## src/rtl/gsmc_consts.vh

```
/*
  Constants for the group select and maintenance control block.
  Assumes a 25 MHz system clock; included by bare name.
*/
`ifndef GSMC_CONSTS_VH
`define GSMC_CONSTS_VH

// System clock rate in Hz
`define GSMC_CLK_HZ 25000000
// Millisecond tick divider count
`define GSMC_MS_DIV (`GSMC_CLK_HZ / 1000)
// Maintenance timeout in minutes and in milliseconds
`define GSMC_MAINT_MIN 5
`define GSMC_MAINT_MS (`GSMC_MAINT_MIN * 60 * 1000)
// Default group change delay in milliseconds
`define GSMC_GDLY_MS_DEF 16'h0064

// Maintenance setting encodings
`define GSMC_MAINT_NO 2'h0
`define GSMC_MAINT_TRIPS 2'h1
`define GSMC_MAINT_BLOCK 2'h2

// Rear protocol encodings
`define GSMC_PROTO_MODBUS 1'h0
`define GSMC_PROTO_IEC103 1'h1

// Register offsets (word addresses)
`define GSMC_REG_CTRL 4'h0
`define GSMC_REG_GDLY 4'h1
`define GSMC_REG_STAT 4'h2
`define GSMC_REG_IRQ 4'h3
`define GSMC_REG_MASK 4'h4

// Control register fields
`define GSMC_CTRL_TWO_GROUPS 0
`define GSMC_CTRL_PANEL_BANK 1
`define GSMC_CTRL_INPUT_CFG 2
`define GSMC_CTRL_INPUT_INV 3
`define GSMC_CTRL_MAINT_LO 4
`define GSMC_CTRL_MAINT_HI 5
`define GSMC_CTRL_PROTO 6
`define GSMC_CTRL_RST 8'h01

// Event bits
`define GSMC_EV_BANK 0
`define GSMC_EV_MAINT_ON 1
`define GSMC_EV_MAINT_OFF 2
`define GSMC_EV_TIMEOUT 3
`define GSMC_EV_REMOTE_DROP 4
`define GSMC_EV_W 5

`endif

```

## src/rtl/gsmc_ctrl.v

```verilog
/*
  Setting group selection and maintenance mode control with a small register port.
  Assumes inputs synchronous to i_mclk; power-up is the asynchronous reset.
*/
// Strobed register access and the placing of the registers were decided locally.
`timescale 1ns/1ns
`include "gsmc_consts.vh"
module gsmc_ctrl #(
  parameter N_OUT = 8,
  parameter N_LED = 8,
  parameter MAINT_MS = `GSMC_MAINT_MS,
  parameter MS_DIV = `GSMC_MS_DIV
) (
  // Clock and reset
  input wire i_mclk,
  input wire i_nrst,
  // Register port
  input wire [3:0] i_addr,
  input wire [15:0] i_wdata,
  input wire i_wr,
  input wire i_rd,
  output reg [15:0] o_rdata,
  // Binary inputs
  input wire i_group_select_input,
  input wire i_maint_input_cfg,
  input wire i_maint_input,
  // Remote commands
  input wire i_remote_bank_cmd,
  input wire i_remote_bank_val,
  input wire i_remote_maint_cmd,
  input wire [1:0] i_remote_maint_val,
  // Protection function requests
  input wire [N_OUT-1:0] i_out_func,
  input wire [N_LED-1:0] i_led_func,
  input wire i_trip_func,
  input wire i_report_req,
  // Outputs
  output reg [N_OUT-1:0] o_contact,
  output reg [N_LED-1:0] o_led,
  output reg o_trip_led,
  output reg o_alarm_led,
  output reg o_bank_two,
  output reg o_maint_active,
  output reg o_tests_visible,
  output reg o_report_send,
  output reg o_report_maint_tag,
  output reg o_irq
);
  localparam ST_IDLE = 3'b001;
  localparam ST_WAIT = 3'b010;
  localparam ST_TWO = 3'b100;

  // Register port decode, shared by the register writes and the IRQ read clear
  function reg_hit;
    input strobe;
    input [3:0] addr;
    input [3:0] offset;
    begin
      reg_hit = strobe && (addr == offset);
    end
  endfunction

  wire ms_tick;
  reg [7:0] ctrl;
  reg [15:0] gdly_ms;
  reg [`GSMC_EV_W-1:0] irq_stat;
  reg [`GSMC_EV_W-1:0] irq_mask;
  reg [2:0] gstate;
  reg [15:0] gcount;
  reg [23:0] mcount;
  reg powered;
  reg [1:0] maint_src;
  reg [1:0] next_maint_src;
  reg panel_src;
  reg maint_prev;
  reg bank_prev;
  reg [`GSMC_EV_W-1:0] events;
  reg timeout;
  reg drop;

  wire two_groups = ctrl[`GSMC_CTRL_TWO_GROUPS];
  wire input_cfg = ctrl[`GSMC_CTRL_INPUT_CFG];
  // Remote bank command lands in the shared panel cell only while no input owns the selection
  wire remote_bank_ok = i_remote_bank_cmd && !input_cfg;
  wire input_lvl = i_group_select_input ^ ctrl[`GSMC_CTRL_INPUT_INV];
  wire modbus = (ctrl[`GSMC_CTRL_PROTO] == `GSMC_PROTO_MODBUS);
  wire [1:0] panel_maint = ctrl[`GSMC_CTRL_MAINT_HI:`GSMC_CTRL_MAINT_LO];
  wire rear_maint_ok = i_remote_maint_cmd && modbus;
  wire bank_sel_fsm = (gstate == ST_TWO);
  wire bank_now = two_groups && (input_cfg ? bank_sel_fsm : ctrl[`GSMC_CTRL_PANEL_BANK]);
  wire maint_on = (maint_src != `GSMC_MAINT_NO);
  wire reg_wr_ctrl = reg_hit(i_wr, i_addr, `GSMC_REG_CTRL);
  wire blocked = (maint_src == `GSMC_MAINT_BLOCK);

  gsmc_ms_tick #(
    .DIV(MS_DIV)
  ) u_tick (
    .i_mclk(i_mclk),
    .i_nrst(i_nrst),
    .o_tick(ms_tick)
  );

  // Group input state machine; the delay is waived on the first cycle after power-up
  always @(posedge i_mclk or negedge i_nrst) begin
    if (!i_nrst) begin
      gstate <= ST_IDLE;
      gcount <= 16'h0000;
      powered <= 1'b0;
    end else begin
      powered <= 1'b1;
      case (gstate)
        ST_IDLE: begin
          gcount <= 16'h0000;
          if (input_lvl && !powered) begin
            gstate <= ST_TWO;
          end else if (input_lvl) begin
            gstate <= ST_WAIT;
          end
        end
        ST_WAIT: begin
          if (!input_lvl) begin
            gstate <= ST_IDLE;
          end else if (gcount >= gdly_ms) begin
            gstate <= ST_TWO;
          end else if (ms_tick) begin
            gcount <= gcount + 16'h0001;
          end
        end
        ST_TWO: begin
          if (!input_lvl) begin
            gstate <= ST_IDLE;
          end
        end
        default: gstate <= ST_IDLE;
      endcase
    end
  end

  // Maintenance source resolution: panel setting first, then the input, then the rear command; value 3 means off
  always @* begin
    next_maint_src = `GSMC_MAINT_NO;
    if (panel_maint != `GSMC_MAINT_NO) begin
      next_maint_src = panel_maint;
    end else if (i_maint_input_cfg && i_maint_input) begin
      next_maint_src = `GSMC_MAINT_BLOCK;
    end else if (rear_maint_ok) begin
      next_maint_src = i_remote_maint_val;
    end
    if (next_maint_src == 2'h3) begin
      next_maint_src = `GSMC_MAINT_NO;
    end
  end

  // Registers, maintenance timeout and event detection
  always @(posedge i_mclk or negedge i_nrst) begin
    if (!i_nrst) begin
      ctrl <= `GSMC_CTRL_RST;
      gdly_ms <= `GSMC_GDLY_MS_DEF;
      irq_mask <= {`GSMC_EV_W{1'b0}};
      irq_stat <= {`GSMC_EV_W{1'b0}};
      mcount <= 24'h000000;
      panel_src <= 1'b0;
      maint_src <= `GSMC_MAINT_NO;
      maint_prev <= 1'b0;
      bank_prev <= 1'b0;
      o_rdata <= 16'h0000;
    end else begin
      maint_src <= next_maint_src;
      maint_prev <= maint_on;
      bank_prev <= bank_now;
      if (reg_wr_ctrl) begin
        ctrl <= i_wdata[7:0];
      end else if (remote_bank_ok) begin
        ctrl[`GSMC_CTRL_PANEL_BANK] <= i_remote_bank_val;
      end
      // Timeout comes last so it wins over a setting write in the same cycle
      if (timeout) begin
        ctrl[`GSMC_CTRL_MAINT_HI:`GSMC_CTRL_MAINT_LO] <= `GSMC_MAINT_NO;
      end
      if (reg_hit(i_wr, i_addr, `GSMC_REG_GDLY)) begin
        gdly_ms <= i_wdata;
      end
      if (reg_hit(i_wr, i_addr, `GSMC_REG_MASK)) begin
        irq_mask <= i_wdata[`GSMC_EV_W-1:0];
      end
      // Panel timer restarts each time the setting leaves the disabled value
      panel_src <= (panel_maint != `GSMC_MAINT_NO);
      if ((panel_maint == `GSMC_MAINT_NO) || !panel_src) begin
        mcount <= 24'h000000;
      end else if (ms_tick) begin
        mcount <= mcount + 24'h000001;
      end
      // Set wins over the read clear
      if (reg_hit(i_rd, i_addr, `GSMC_REG_IRQ)) begin
        irq_stat <= events;
      end else begin
        irq_stat <= irq_stat | events;
      end
      o_rdata <= 16'h0000;
      if (i_rd) begin
        case (i_addr)
          `GSMC_REG_CTRL: o_rdata <= {8'h00, ctrl};
          `GSMC_REG_GDLY: o_rdata <= gdly_ms;
          `GSMC_REG_STAT: o_rdata <= {9'h000, gstate, maint_src, o_maint_active, o_bank_two};
          `GSMC_REG_IRQ: o_rdata <= {{(16-`GSMC_EV_W){1'b0}}, irq_stat};
          `GSMC_REG_MASK: o_rdata <= {{(16-`GSMC_EV_W){1'b0}}, irq_mask};
          default: o_rdata <= 16'h0000;
        endcase
      end
    end
  end

  always @* begin
    timeout = panel_src && (panel_maint != `GSMC_MAINT_NO) && (mcount >= MAINT_MS[23:0]);
    // Remote bank command while input owns the selection is discarded, never stored
    drop = i_remote_bank_cmd && input_cfg;
    events = {`GSMC_EV_W{1'b0}};
    events[`GSMC_EV_BANK] = bank_now != bank_prev;
    events[`GSMC_EV_MAINT_ON] = maint_on && !maint_prev;
    events[`GSMC_EV_MAINT_OFF] = !maint_on && maint_prev;
    events[`GSMC_EV_TIMEOUT] = timeout;
    events[`GSMC_EV_REMOTE_DROP] = drop;
  end

  // Outputs: all registered
  always @(posedge i_mclk or negedge i_nrst) begin
    if (!i_nrst) begin
      o_contact <= {N_OUT{1'b0}};
      o_led <= {N_LED{1'b0}};
      o_trip_led <= 1'b0;
      o_alarm_led <= 1'b0;
      o_bank_two <= 1'b0;
      o_maint_active <= 1'b0;
      o_tests_visible <= 1'b0;
      o_report_send <= 1'b0;
      o_report_maint_tag <= 1'b0;
      o_irq <= 1'b0;
    end else begin
      o_bank_two <= bank_now;
      o_contact <= blocked ? {N_OUT{1'b0}} : i_out_func;
      o_led <= i_led_func;
      o_trip_led <= i_trip_func;
      o_alarm_led <= maint_on;
      o_maint_active <= maint_on;
      o_tests_visible <= maint_on;
      o_report_send <= i_report_req && !(maint_on && modbus);
      o_report_maint_tag <= i_report_req && maint_on && !modbus;
      o_irq <= |(irq_stat & irq_mask);
    end
  end
endmodule // gsmc_ctrl

```

## src/rtl/gsmc_ms_tick.v

```verilog
/*
  Millisecond tick divider: one-cycle enable every DIV clocks.
  Assumes a single free-running system clock.
*/
`timescale 1ns/1ns
`include "gsmc_consts.vh"
module gsmc_ms_tick #(
  parameter DIV = `GSMC_MS_DIV
) (
  // Clock and reset
  input wire i_mclk,
  input wire i_nrst,
  // Tick output
  output reg o_tick
);
  reg [15:0] count;

  always @(posedge i_mclk or negedge i_nrst) begin
    if (!i_nrst) begin
      count <= 16'h0000;
      o_tick <= 1'b0;
    end else if (count == DIV[15:0] - 16'h0001) begin
      count <= 16'h0000;
      o_tick <= 1'b1;
    end else begin
      count <= count + 16'h0001;
      o_tick <= 1'b0;
    end
  end
endmodule // gsmc_ms_tick

```

## config.mk

```make
export PLATFORM = sky130hd
export DESIGN_NAME = gsmc_ctrl
export DESIGN_NICKNAME = d
export VERILOG_FILES = /design/src/rtl/gsmc_ctrl.v /design/src/rtl/gsmc_ms_tick.v
export VERILOG_INCLUDE_DIRS = /design/src /design/src/rtl
export SDC_FILE = /design/constraint.sdc
export NUM_CORES = 1
export LEC_CHECK = 0
export BUFFER_PORTS_ARGS = -buffer_cell sky130_fd_sc_hd__buf_2
export CAP_MARGIN = 20
export CORE_ASPECT_RATIO = 0.5
export CORE_MARGIN = 3
export CORE_UTILIZATION = 62
export CTS_CLUSTER_DIAMETER = 50
export DETAILED_ROUTE_END_ITERATION = 7
export GPL_ROUTABILITY_DRIVEN = 0
export PLACE_DENSITY = 0.86
export SLEW_MARGIN = 10
export SYNTH_ARGS = -nofsm -noshare
export SYNTH_HDL_FRONTEND = slang
export SYNTH_SLANG_ARGS = --single-unit
```

## constraint.sdc

```tcl
create_clock -name i_mclk -period 3.7 [get_ports i_mclk]
set_input_delay 0.37 -clock i_mclk [delete_from_list [all_inputs] [get_ports i_mclk]]
set_output_delay 0.37 -clock i_mclk [all_outputs]
set_load 0.05 [all_outputs]
```

==> impl_metrics.toml, run 1 <==
[synthesis]
yosysUniqueCellTypes = 58
synth-async-reset-ratio = 1.000
syn_area_um2 = 6225
synth_cells = 558
yosysWarningCount = 0
synth_area_leaders = "dfrtp_1 (53%), mux2_2 (4.3%), ha_1 (4.0%)"
synth_edf_count = 0
ys_seq_area_frac = 0.5477
postSynthAreaPerCell_um2 = 11.16
synth-seq-cells = 136
ys.flop_type = "dfrtp_1"
synth_top_area_share = 0.5266
synth_area_leader_cell = "dfrtp_1"
syn_nets = 628

[grt]
antenna_found_initial = 0
grt_pass1_vias = 4672
grt_use_total = 0.2601
grt.overflow.total = 0
grt_pass1_wl_um = 23090
grt_start_max_net_pins = 99

[sta]
fin_crit_ps = 2700
setup-tns-final_ps = 0
finalCritPeriodShare = 0.7296
rsz0062_at_grt = "false"
hold_slack_ps = 40.98
maxSlewViolCount = 0
final-hold-violation-count = 0
max-slew-margin-rel = 0.4185
max_freq_ghz = 0.3704
setup_violations = 0
fin_worst_skew_ps = 9.976
worst_slew_pin_slew_ps = 872.3

[detailed_routing]
drt-total-wl_um = 14050
drc_errors = 0
postRouteAntennaNets = 0
drt-pass1-iter-count = 5
drt_first_iter_violations = 480
drt-vias-per-instance = 5.866
vias = 4734
wl_per_cell_um = 17.41

[final_layout]
drive_above_1_share = 0.2455
post_layout_nonfiller_instances = 807
num-nets-final = 729
num-fill-cells = 613
syn_to_final_growth_pct = 20.18
n_antenna_cell = 0

[worst_setup_path]
crit_path_start_kind = "flop"
critPathCaptureType = "flop"
required_ps = 3990
worst_path_largest_cell_delay_ps = 490
crit_slowest_cell = "a2111oi_0"
critPathArrivalTime_ps = 2990
worstSetupPathType = "reg -> reg"
critPathMaxFanout = 12
crit_chain = "inv_1, ha_1, nand2b_1, a2111oi_0, or4_1, nand3_2, a21o_1, a221o_1"

[power]
switching_power_w = 0.001216
p_sw_frac = 0.2812
internal_power_w = 0.003107
p_leak_nw = 3.615
power_frac_seq = 0.410
peakVddDrop_mv = 0.3876
power_density_nw_per_um2 = 577.8
p_comb_frac = 0.154
power.share.clock = 0.436

[floorplanning]
ios = 90
die_y_um = 76.85
start_util = 0.6482
dieWidth_um = 147.7
dieArea_um2 = 11350
coreArea_um2 = 9603
num_rows = 25

[clocking]
cts_htree_levels = 4
cts.reportedPaths.clkPinSlew_ps = 60
cts_resized = 0
postCtsSetupRepairBufs = 0
cts_tree = "done"
cts.path.max_buffers = 2
insertion_delay_ps = 420
cts-root-buf = "clkbuf_16"
postCtsHoldBufs = 0
cts.sinks = 136
cts_made_buffers = 17

[placement]
portBuffers = 89
dp_hpwl_um = 9537
dp.cells = 775

[run_status]
status = "completed"

[job]
cap_violations = 0

[hold_path]
hold_path.class = "in -> async"
[final timing paths]
kind                                  from         endpoint  slack (ps)  cells after the start
setup / recovery                 gcount[0]        gcount[8]        1000                      8
hold / removal                      i_nrst       o_rdata[4]          40                      1
setup reg to reg                 gcount[0]        gcount[8]        1000                      8
hold reg to reg            u_tick.count[0]  u_tick.count[0]         460                      1
max in group asynchronous           i_nrst       gdly_ms[2]        2770                      2
min in group i_mclk          i_led_func[3]         o_led[3]          50                      1
[final cells by class]
cell class / count / area [um^2] / area share
tap: 135 / 168.9 / 0.02258
inverter: 24 / 90.09 / 0.01204
clock buffer: 21 / 470.5 / 0.06289
sequential: 136 / 3410 / 0.4558
timing repair buffer: 94 / 489.2 / 0.06540
clock inverter: 11 / 192.7 / 0.02576
multi-input combinational: 386 / 2660 / 0.3556
[power by group through the flow]
| stage | Clock, W | Sequential, W | Combinational (W) |
|---|---|---|---|
| final | 0.00189 | 0.00177 | 0.000664 |
| after global routing | 0.00198 | 0.00179 | 0.000724 |
| after CTS | 0.00190 | 0.00177 | 0.000662 |
| after detailed placement | 0 | 0.00179 | 0.000652 |
| after global placement | 0 | 0.00178 | 0.000636 |
| after floorplan | 0 | 0.00186 | 0.000366 |
[cell usage after synthesis (2+ instances only)]
master and number:
a2111oi_0 2, a21bo_1 2, a21o_1 4, a21oi_1 26, a221o_1 6, a222oi_1 8, a22o_1 6, a22oi_1 8
and2_1 12, and3_1 19, and4_1 3, buf_4 3, clkbuf_1 7, dfrtp_1 131, dfstp_2 5, ha_1 20
inv_1 24, mux2_1 3, mux2_2 24, mux2i_1 3, nand2_1 36, nand2b_1 5, nand3_1 21, nand4_1 12
nor2_1 57, nor2b_1 11, nor3_1 2, nor4_1 2, nor4b_2 2, o211ai_1 3, o21a_1 2, o21ai_0 11
o21ai_1 5, o31ai_1 2, or2_2 4, or3_1 5, or4_1 7, xnor2_1 14, xor2_1 22
[layer usage]
| layer | vias up | part of all wire | GRT usage |
|---|---|---|---|
| li1 | 2202 | - | - |
| met1 | 2293 | 0.46 | 0.3657 |
| met2 | 205 | 0.44 | 0.3828 |
| met3 | 34 | 0.084 | 0.08087 |
| met4 | 0 | 0.021 | 0.09944 |
| met5 | - | 0 | 0 |
[worst max-delay path: cells and delay by family (launching register included)]
family	cells	cell delay, ps
buffers and inverters	1	90
AND/OR/NAND/NOR	3	560
AO/OA/AOI/OAI	3	1270
adder cells (fa/ha/maj)	1	270
flip-flops	1	390
[sequential cells by signal, summed over array words and instances (netlist names), 2 cells and up]
| signal | cells |
|---|---|
| ctrl | 8 |
| gcount | 16 |
| gdly_ms | 16 |
| gstate | 3 |
| irq_mask | 5 |
| irq_stat | 5 |
| maint_src | 2 |
| mcount | 24 |
| o_contact | 8 |
| o_led | 8 |
| o_rdata | 16 |
| u_tick.count | 16 |
[through the flow]
step	cell area [um^2]	setup WS, ps	util	total power [W]
2_1_floorplan	6225	1351	-	0.002229
4_1_cts	7481	1044	0.7790	0.004327
3_5_place_dp	6818	1079	0.7100	0.002440
3_3_place_gp	6818	1189	0.7100	0.002417
6_report	7481	1000	0.7790	0.004322
5_1_grt	7481	871.5	0.7790	0.004486
[kinds of logic after synthesis]
logic type,synth area share
adder cells (fa/ha/maj),0.04020
buffers and inverters,0.02492
XOR/XNOR,0.05065
multiplexers,0.05367
AND/OR/NAND/NOR,0.1843
flip-flops,0.5477
AO/OA/AOI/OAI,0.09789
other,0.0006024
[placed cells by master, fill, tap and decap left out, drive strengths merged, types with 12 or more instances in the layout]
cell type	netlist	final
buf	5	94
nor2	57	57
inv	24	25
and2	12	12
xnor2	14	14
mux2	27	27
and3	20	20
nand3	22	22
clkbuf	7	21
dfrtp	131	131
o21ai	16	16
ha	20	20
xor2	22	22
nand4	13	13
nand2	36	36
a21oi	26	26
Note: power is estimated with default switching activity, not from simulation.
==> inputs of run 2 (changes only) <==
ABC_AREA = 1   (was unset)
CORE_UTILIZATION = 58   (was 62)
PLACE_DENSITY = 0.8   (was 0.86)
clock period = 2.6 ns   (was 3.7 ns; I/O delays follow)
==> run 2 against run 1 <==
Net effect: non-clock buffer count up 9; via count is 31% higher; worst setup slack worse by 530 ps; combinational power is 82% higher; synthesized area rose by 11%; clock power rose by 30%; sequential power up 40%; clock skew shrank 0.72 ps; critical path type unchanged; critical endpoint is now gcount[7]; largest power group is now sequential cells.
==> impl_metrics.toml, run 2 <==
[clocking]
cts_made_buffers = 17
cts.path.max_buffers = 2
cts_tree = "done"
cts_resized = 0
cts.reportedPaths.clkPinSlew_ps = 60
cts.sinks = 136
cts_htree_levels = 4
cts-root-buf = "clkbuf_16"
insertion_delay_ps = 420

[hold_path]
min_to = "o_contact[3]"
hold_path.class = "in -> reg"
worstHoldPathCells = 3
min-delay-start = "i_out_func[3]"

[synthesis]
synth_mux_area_frac = 0.001627
ys_seq_area_frac = 0.4926
synth_area_leader_cell = "dfrtp_1"
synth-adder-area-share = 0.03615
ys.flop_type = "dfrtp_1"
synth-xor-area-share = 0.03145
yosysUniqueCellTypes = 43
postSynthAreaPerCell_um2 = 7.965
yosysWarningCount = 0
syn_area_um2 = 6922
synth-seq-cells = 136
synth_cells = 869
synth_edf_count = 0
synth-compound-area-share = 0.08604
synth_top_family_by_area = "simple AND/OR/NAND/NOR gates"
synth_area_leaders = "dfrtp_1 (47%), nand2_1 (11%), inv_1 (7.5%)"
synth_top_area_share = 0.4736
synthTopCellsByCount = "nand2_1 (198), inv_1 (138), dfrtp_1 (131), nor2_1 (107), nand3_1 (62)"
yosys.area_share.simple = 0.2646
syn_nets = 939
synth_most_common_cell = "nand2_1"
synth-async-reset-ratio = 1.000

[sta]
rsz0062_at_grt = "false"
max-slew-margin-rel = 0.4780
maxSlewViolCount = 0
setup-tns-final_ps = 0
setup_slack_ps = 473.3
final-hold-violation-count = 0
hold_slack_ps = 47.18
fin_crit_ps = 2127
setup_violations = 0
fin_worst_skew_ps = 9.259
worst_slew_pin_slew_ps = 783.0
finalCritPeriodShare = 0.8180
max_freq_ghz = 0.4702

[power]
switching_power_w = 0.001966
p_comb_frac = 0.197
fin_total_pwr_w = 0.006120
power.share.clock = 0.400
power_frac_seq = 0.403
internal_power_w = 0.004154
peakVddDrop_mv = 0.4294
power_density_nw_per_um2 = 742.5
p_sw_frac = 0.3212
p_leak_nw = 4.266

[worst_setup_path]
worstReg2RegEnd = "gcount[7]"
crit_path_start_kind = "flop"
crit_slowest_cell = "dfstp_2"
required_ps = 2900
worstSetupPathType = "reg -> reg"
rrSetupSlack_ps = 470
worst_r2r_path_depth = 14
crit_chain = "inv_1, ha_1, nand2_1, nand2_1, nand2_1, nand2_1, nor2_1, nand2_1, nand2_1, nand2_1, nand2_2, nand2_4, nand2_1, nand2_1"
critPathCaptureType = "flop"
cp_common_cell = "nand2_1"
critPathMaxFanout = 16
worst_r2r_startpoint = "gdly_ms[5]"
worst_path_largest_cell_delay_ps = 530
critPathArrivalTime_ps = 2430

[grt]
antenna_found_initial = 0
grt_pass1_vias = 5947
grt_use_total = 0.2655
grt_start_max_net_pins = 89
grt.overflow.total = 0
grt_pass1_wl_um = 28800

[placement]
dp_hpwl_um = 11810
post-place-ws_ps = 547.2
placed_cell_area_um2 = 7538
portBuffers = 89

[detailed_routing]
postRouteAntennaNets = 0
wl_met1_um = 7612
drc_errors = 0
vias = 6194
drt-pass1-iter-count = 5
highest_layer = "met4"
drt-vias-per-instance = 5.395
drt_first_iter_violations = 592
wl_per_cell_um = 14.71
wl_met3_um = 1447
wl_met2_um = 7587
drt-total-wl_um = 16890

[job]
cap_violations = 0

[run_status]
status = "completed"

[final_layout]
n_antenna_cell = 0
top_register = "mcount"
postLayoutCellArea_um2 = 8243
syn_to_final_growth_pct = 19.09
num-nets-final = 1047
layout_commonest_cell = "nand2_1"
largest_reg_flops = 24
final_cell_mix = "nand2_1 (198), inv_1 (138), dfrtp_1 (131)"
drive_above_1_share = 0.1456

[floorplanning]
dieArea_um2 = 13360
die_y_um = 83.25
dieWidth_um = 160.5
num_rows = 27
coreArea_um2 = 11320
ios = 90
start_util = 0.6116
## run 2: cell count changes after synthesis, moves of 8 or more
cell,delta
a222oi_1,-8
a22oi_1,-8
and2_1,-11
and3_1,-19
inv_1,+114
mux2_2,-23
nand2_1,+162
nand3_1,+41
nor2_1,+50
nor2b_1,-11
nor3_1,+24
o21ai_0,+36
xnor2_1,-9
## run 2: cell families (layout without fill, tap and decap cells)
logic type               count (synthesis)  count (layout)
other                                    1               1
AND/OR/NAND/NOR                        429             429
buffers and inverters                  154             274
adder cells (fa/ha/maj)                 20              20
XOR/XNOR                                24              24
multiplexers                             1               1
AO/OA/AOI/OAI                          104             104
flip-flops                             136             136
## run 2: final cells by class
type / count / area [um^2]
fillers: 790 / 3074
clock buffers: 18 / 429.2
repair buffers: 103 / 594.3
inverters: 140 / 525.5
flip-flops and latches: 136 / 3410
clock inverters: 13 / 175.2
multi-input cells: 579 / 2910
well taps: 159 / 198.9
## run 2: metal layers
| metal | vias up | GRT usage |
|---|---|---|
| li1 | 3001 | - |
| met1 | 2872 | 0.3635 |
| met2 | 292 | 0.4242 |
| met3 | 29 | 0.06129 |
| met4 | 0 | 0.08031 |
| met5 | - | 0 |
## run 2: worst max-delay path, delay by kind of cell (launching register included)
family                   cells  cell delay (ps)
AND/OR/NAND/NOR             12             1120
flip-flops                   1              530
adder cells (fa/ha/maj)      1              310
buffers and inverters        1               60
## run 2: worst max path at each step
stage | start | to | slack, ps | depth (start not counted)
floorplan | gdly_ms[5] | gcount[4] | 840 | 15
global placement | gdly_ms[5] | gcount[13] | 650 | 14
detailed placement | gdly_ms[5] | gcount[2] | 550 | 14
CTS | gdly_ms[5] | gcount[7] | 480 | 14
global route | gdly_ms[5] | gcount[7] | 310 | 14
finish | gdly_ms[5] | gcount[7] | 470 | 14
## run 2: power by group through the flow
| stage | Combinational, W | Sequential, W | Clock [W] |
|---|---|---|---|
| 5_1_grt | 0.00133 | 0.00249 | 0.00259 |
| 3_3_place_gp | 0.00114 | 0.00249 | 0 |
| 4_1_cts | 0.00120 | 0.00246 | 0.00247 |
| 6_report | 0.00121 | 0.00247 | 0.00245 |
| 2_1_floorplan | 0.000681 | 0.00266 | 0 |
| 3_5_place_dp | 0.00118 | 0.00250 | 0 |
## run 2: through the flow
stage / util / std cells
6_report: 0.7284 / 1148
5_1_grt: 0.7284 / 1148
4_1_cts: 0.7284 / 1148
3_5_place_dp: 0.6661 / 1107
3_3_place_gp: 0.6661 / 1107
2_1_floorplan: - / 869
## run 2: timing repair
item | CTS | global route
setup buffers | 0 | 0
hold buffers | 10 | 0
endpoints found under the hold margin | 91 | 0
endpoints found under the setup margin | 0 | 0
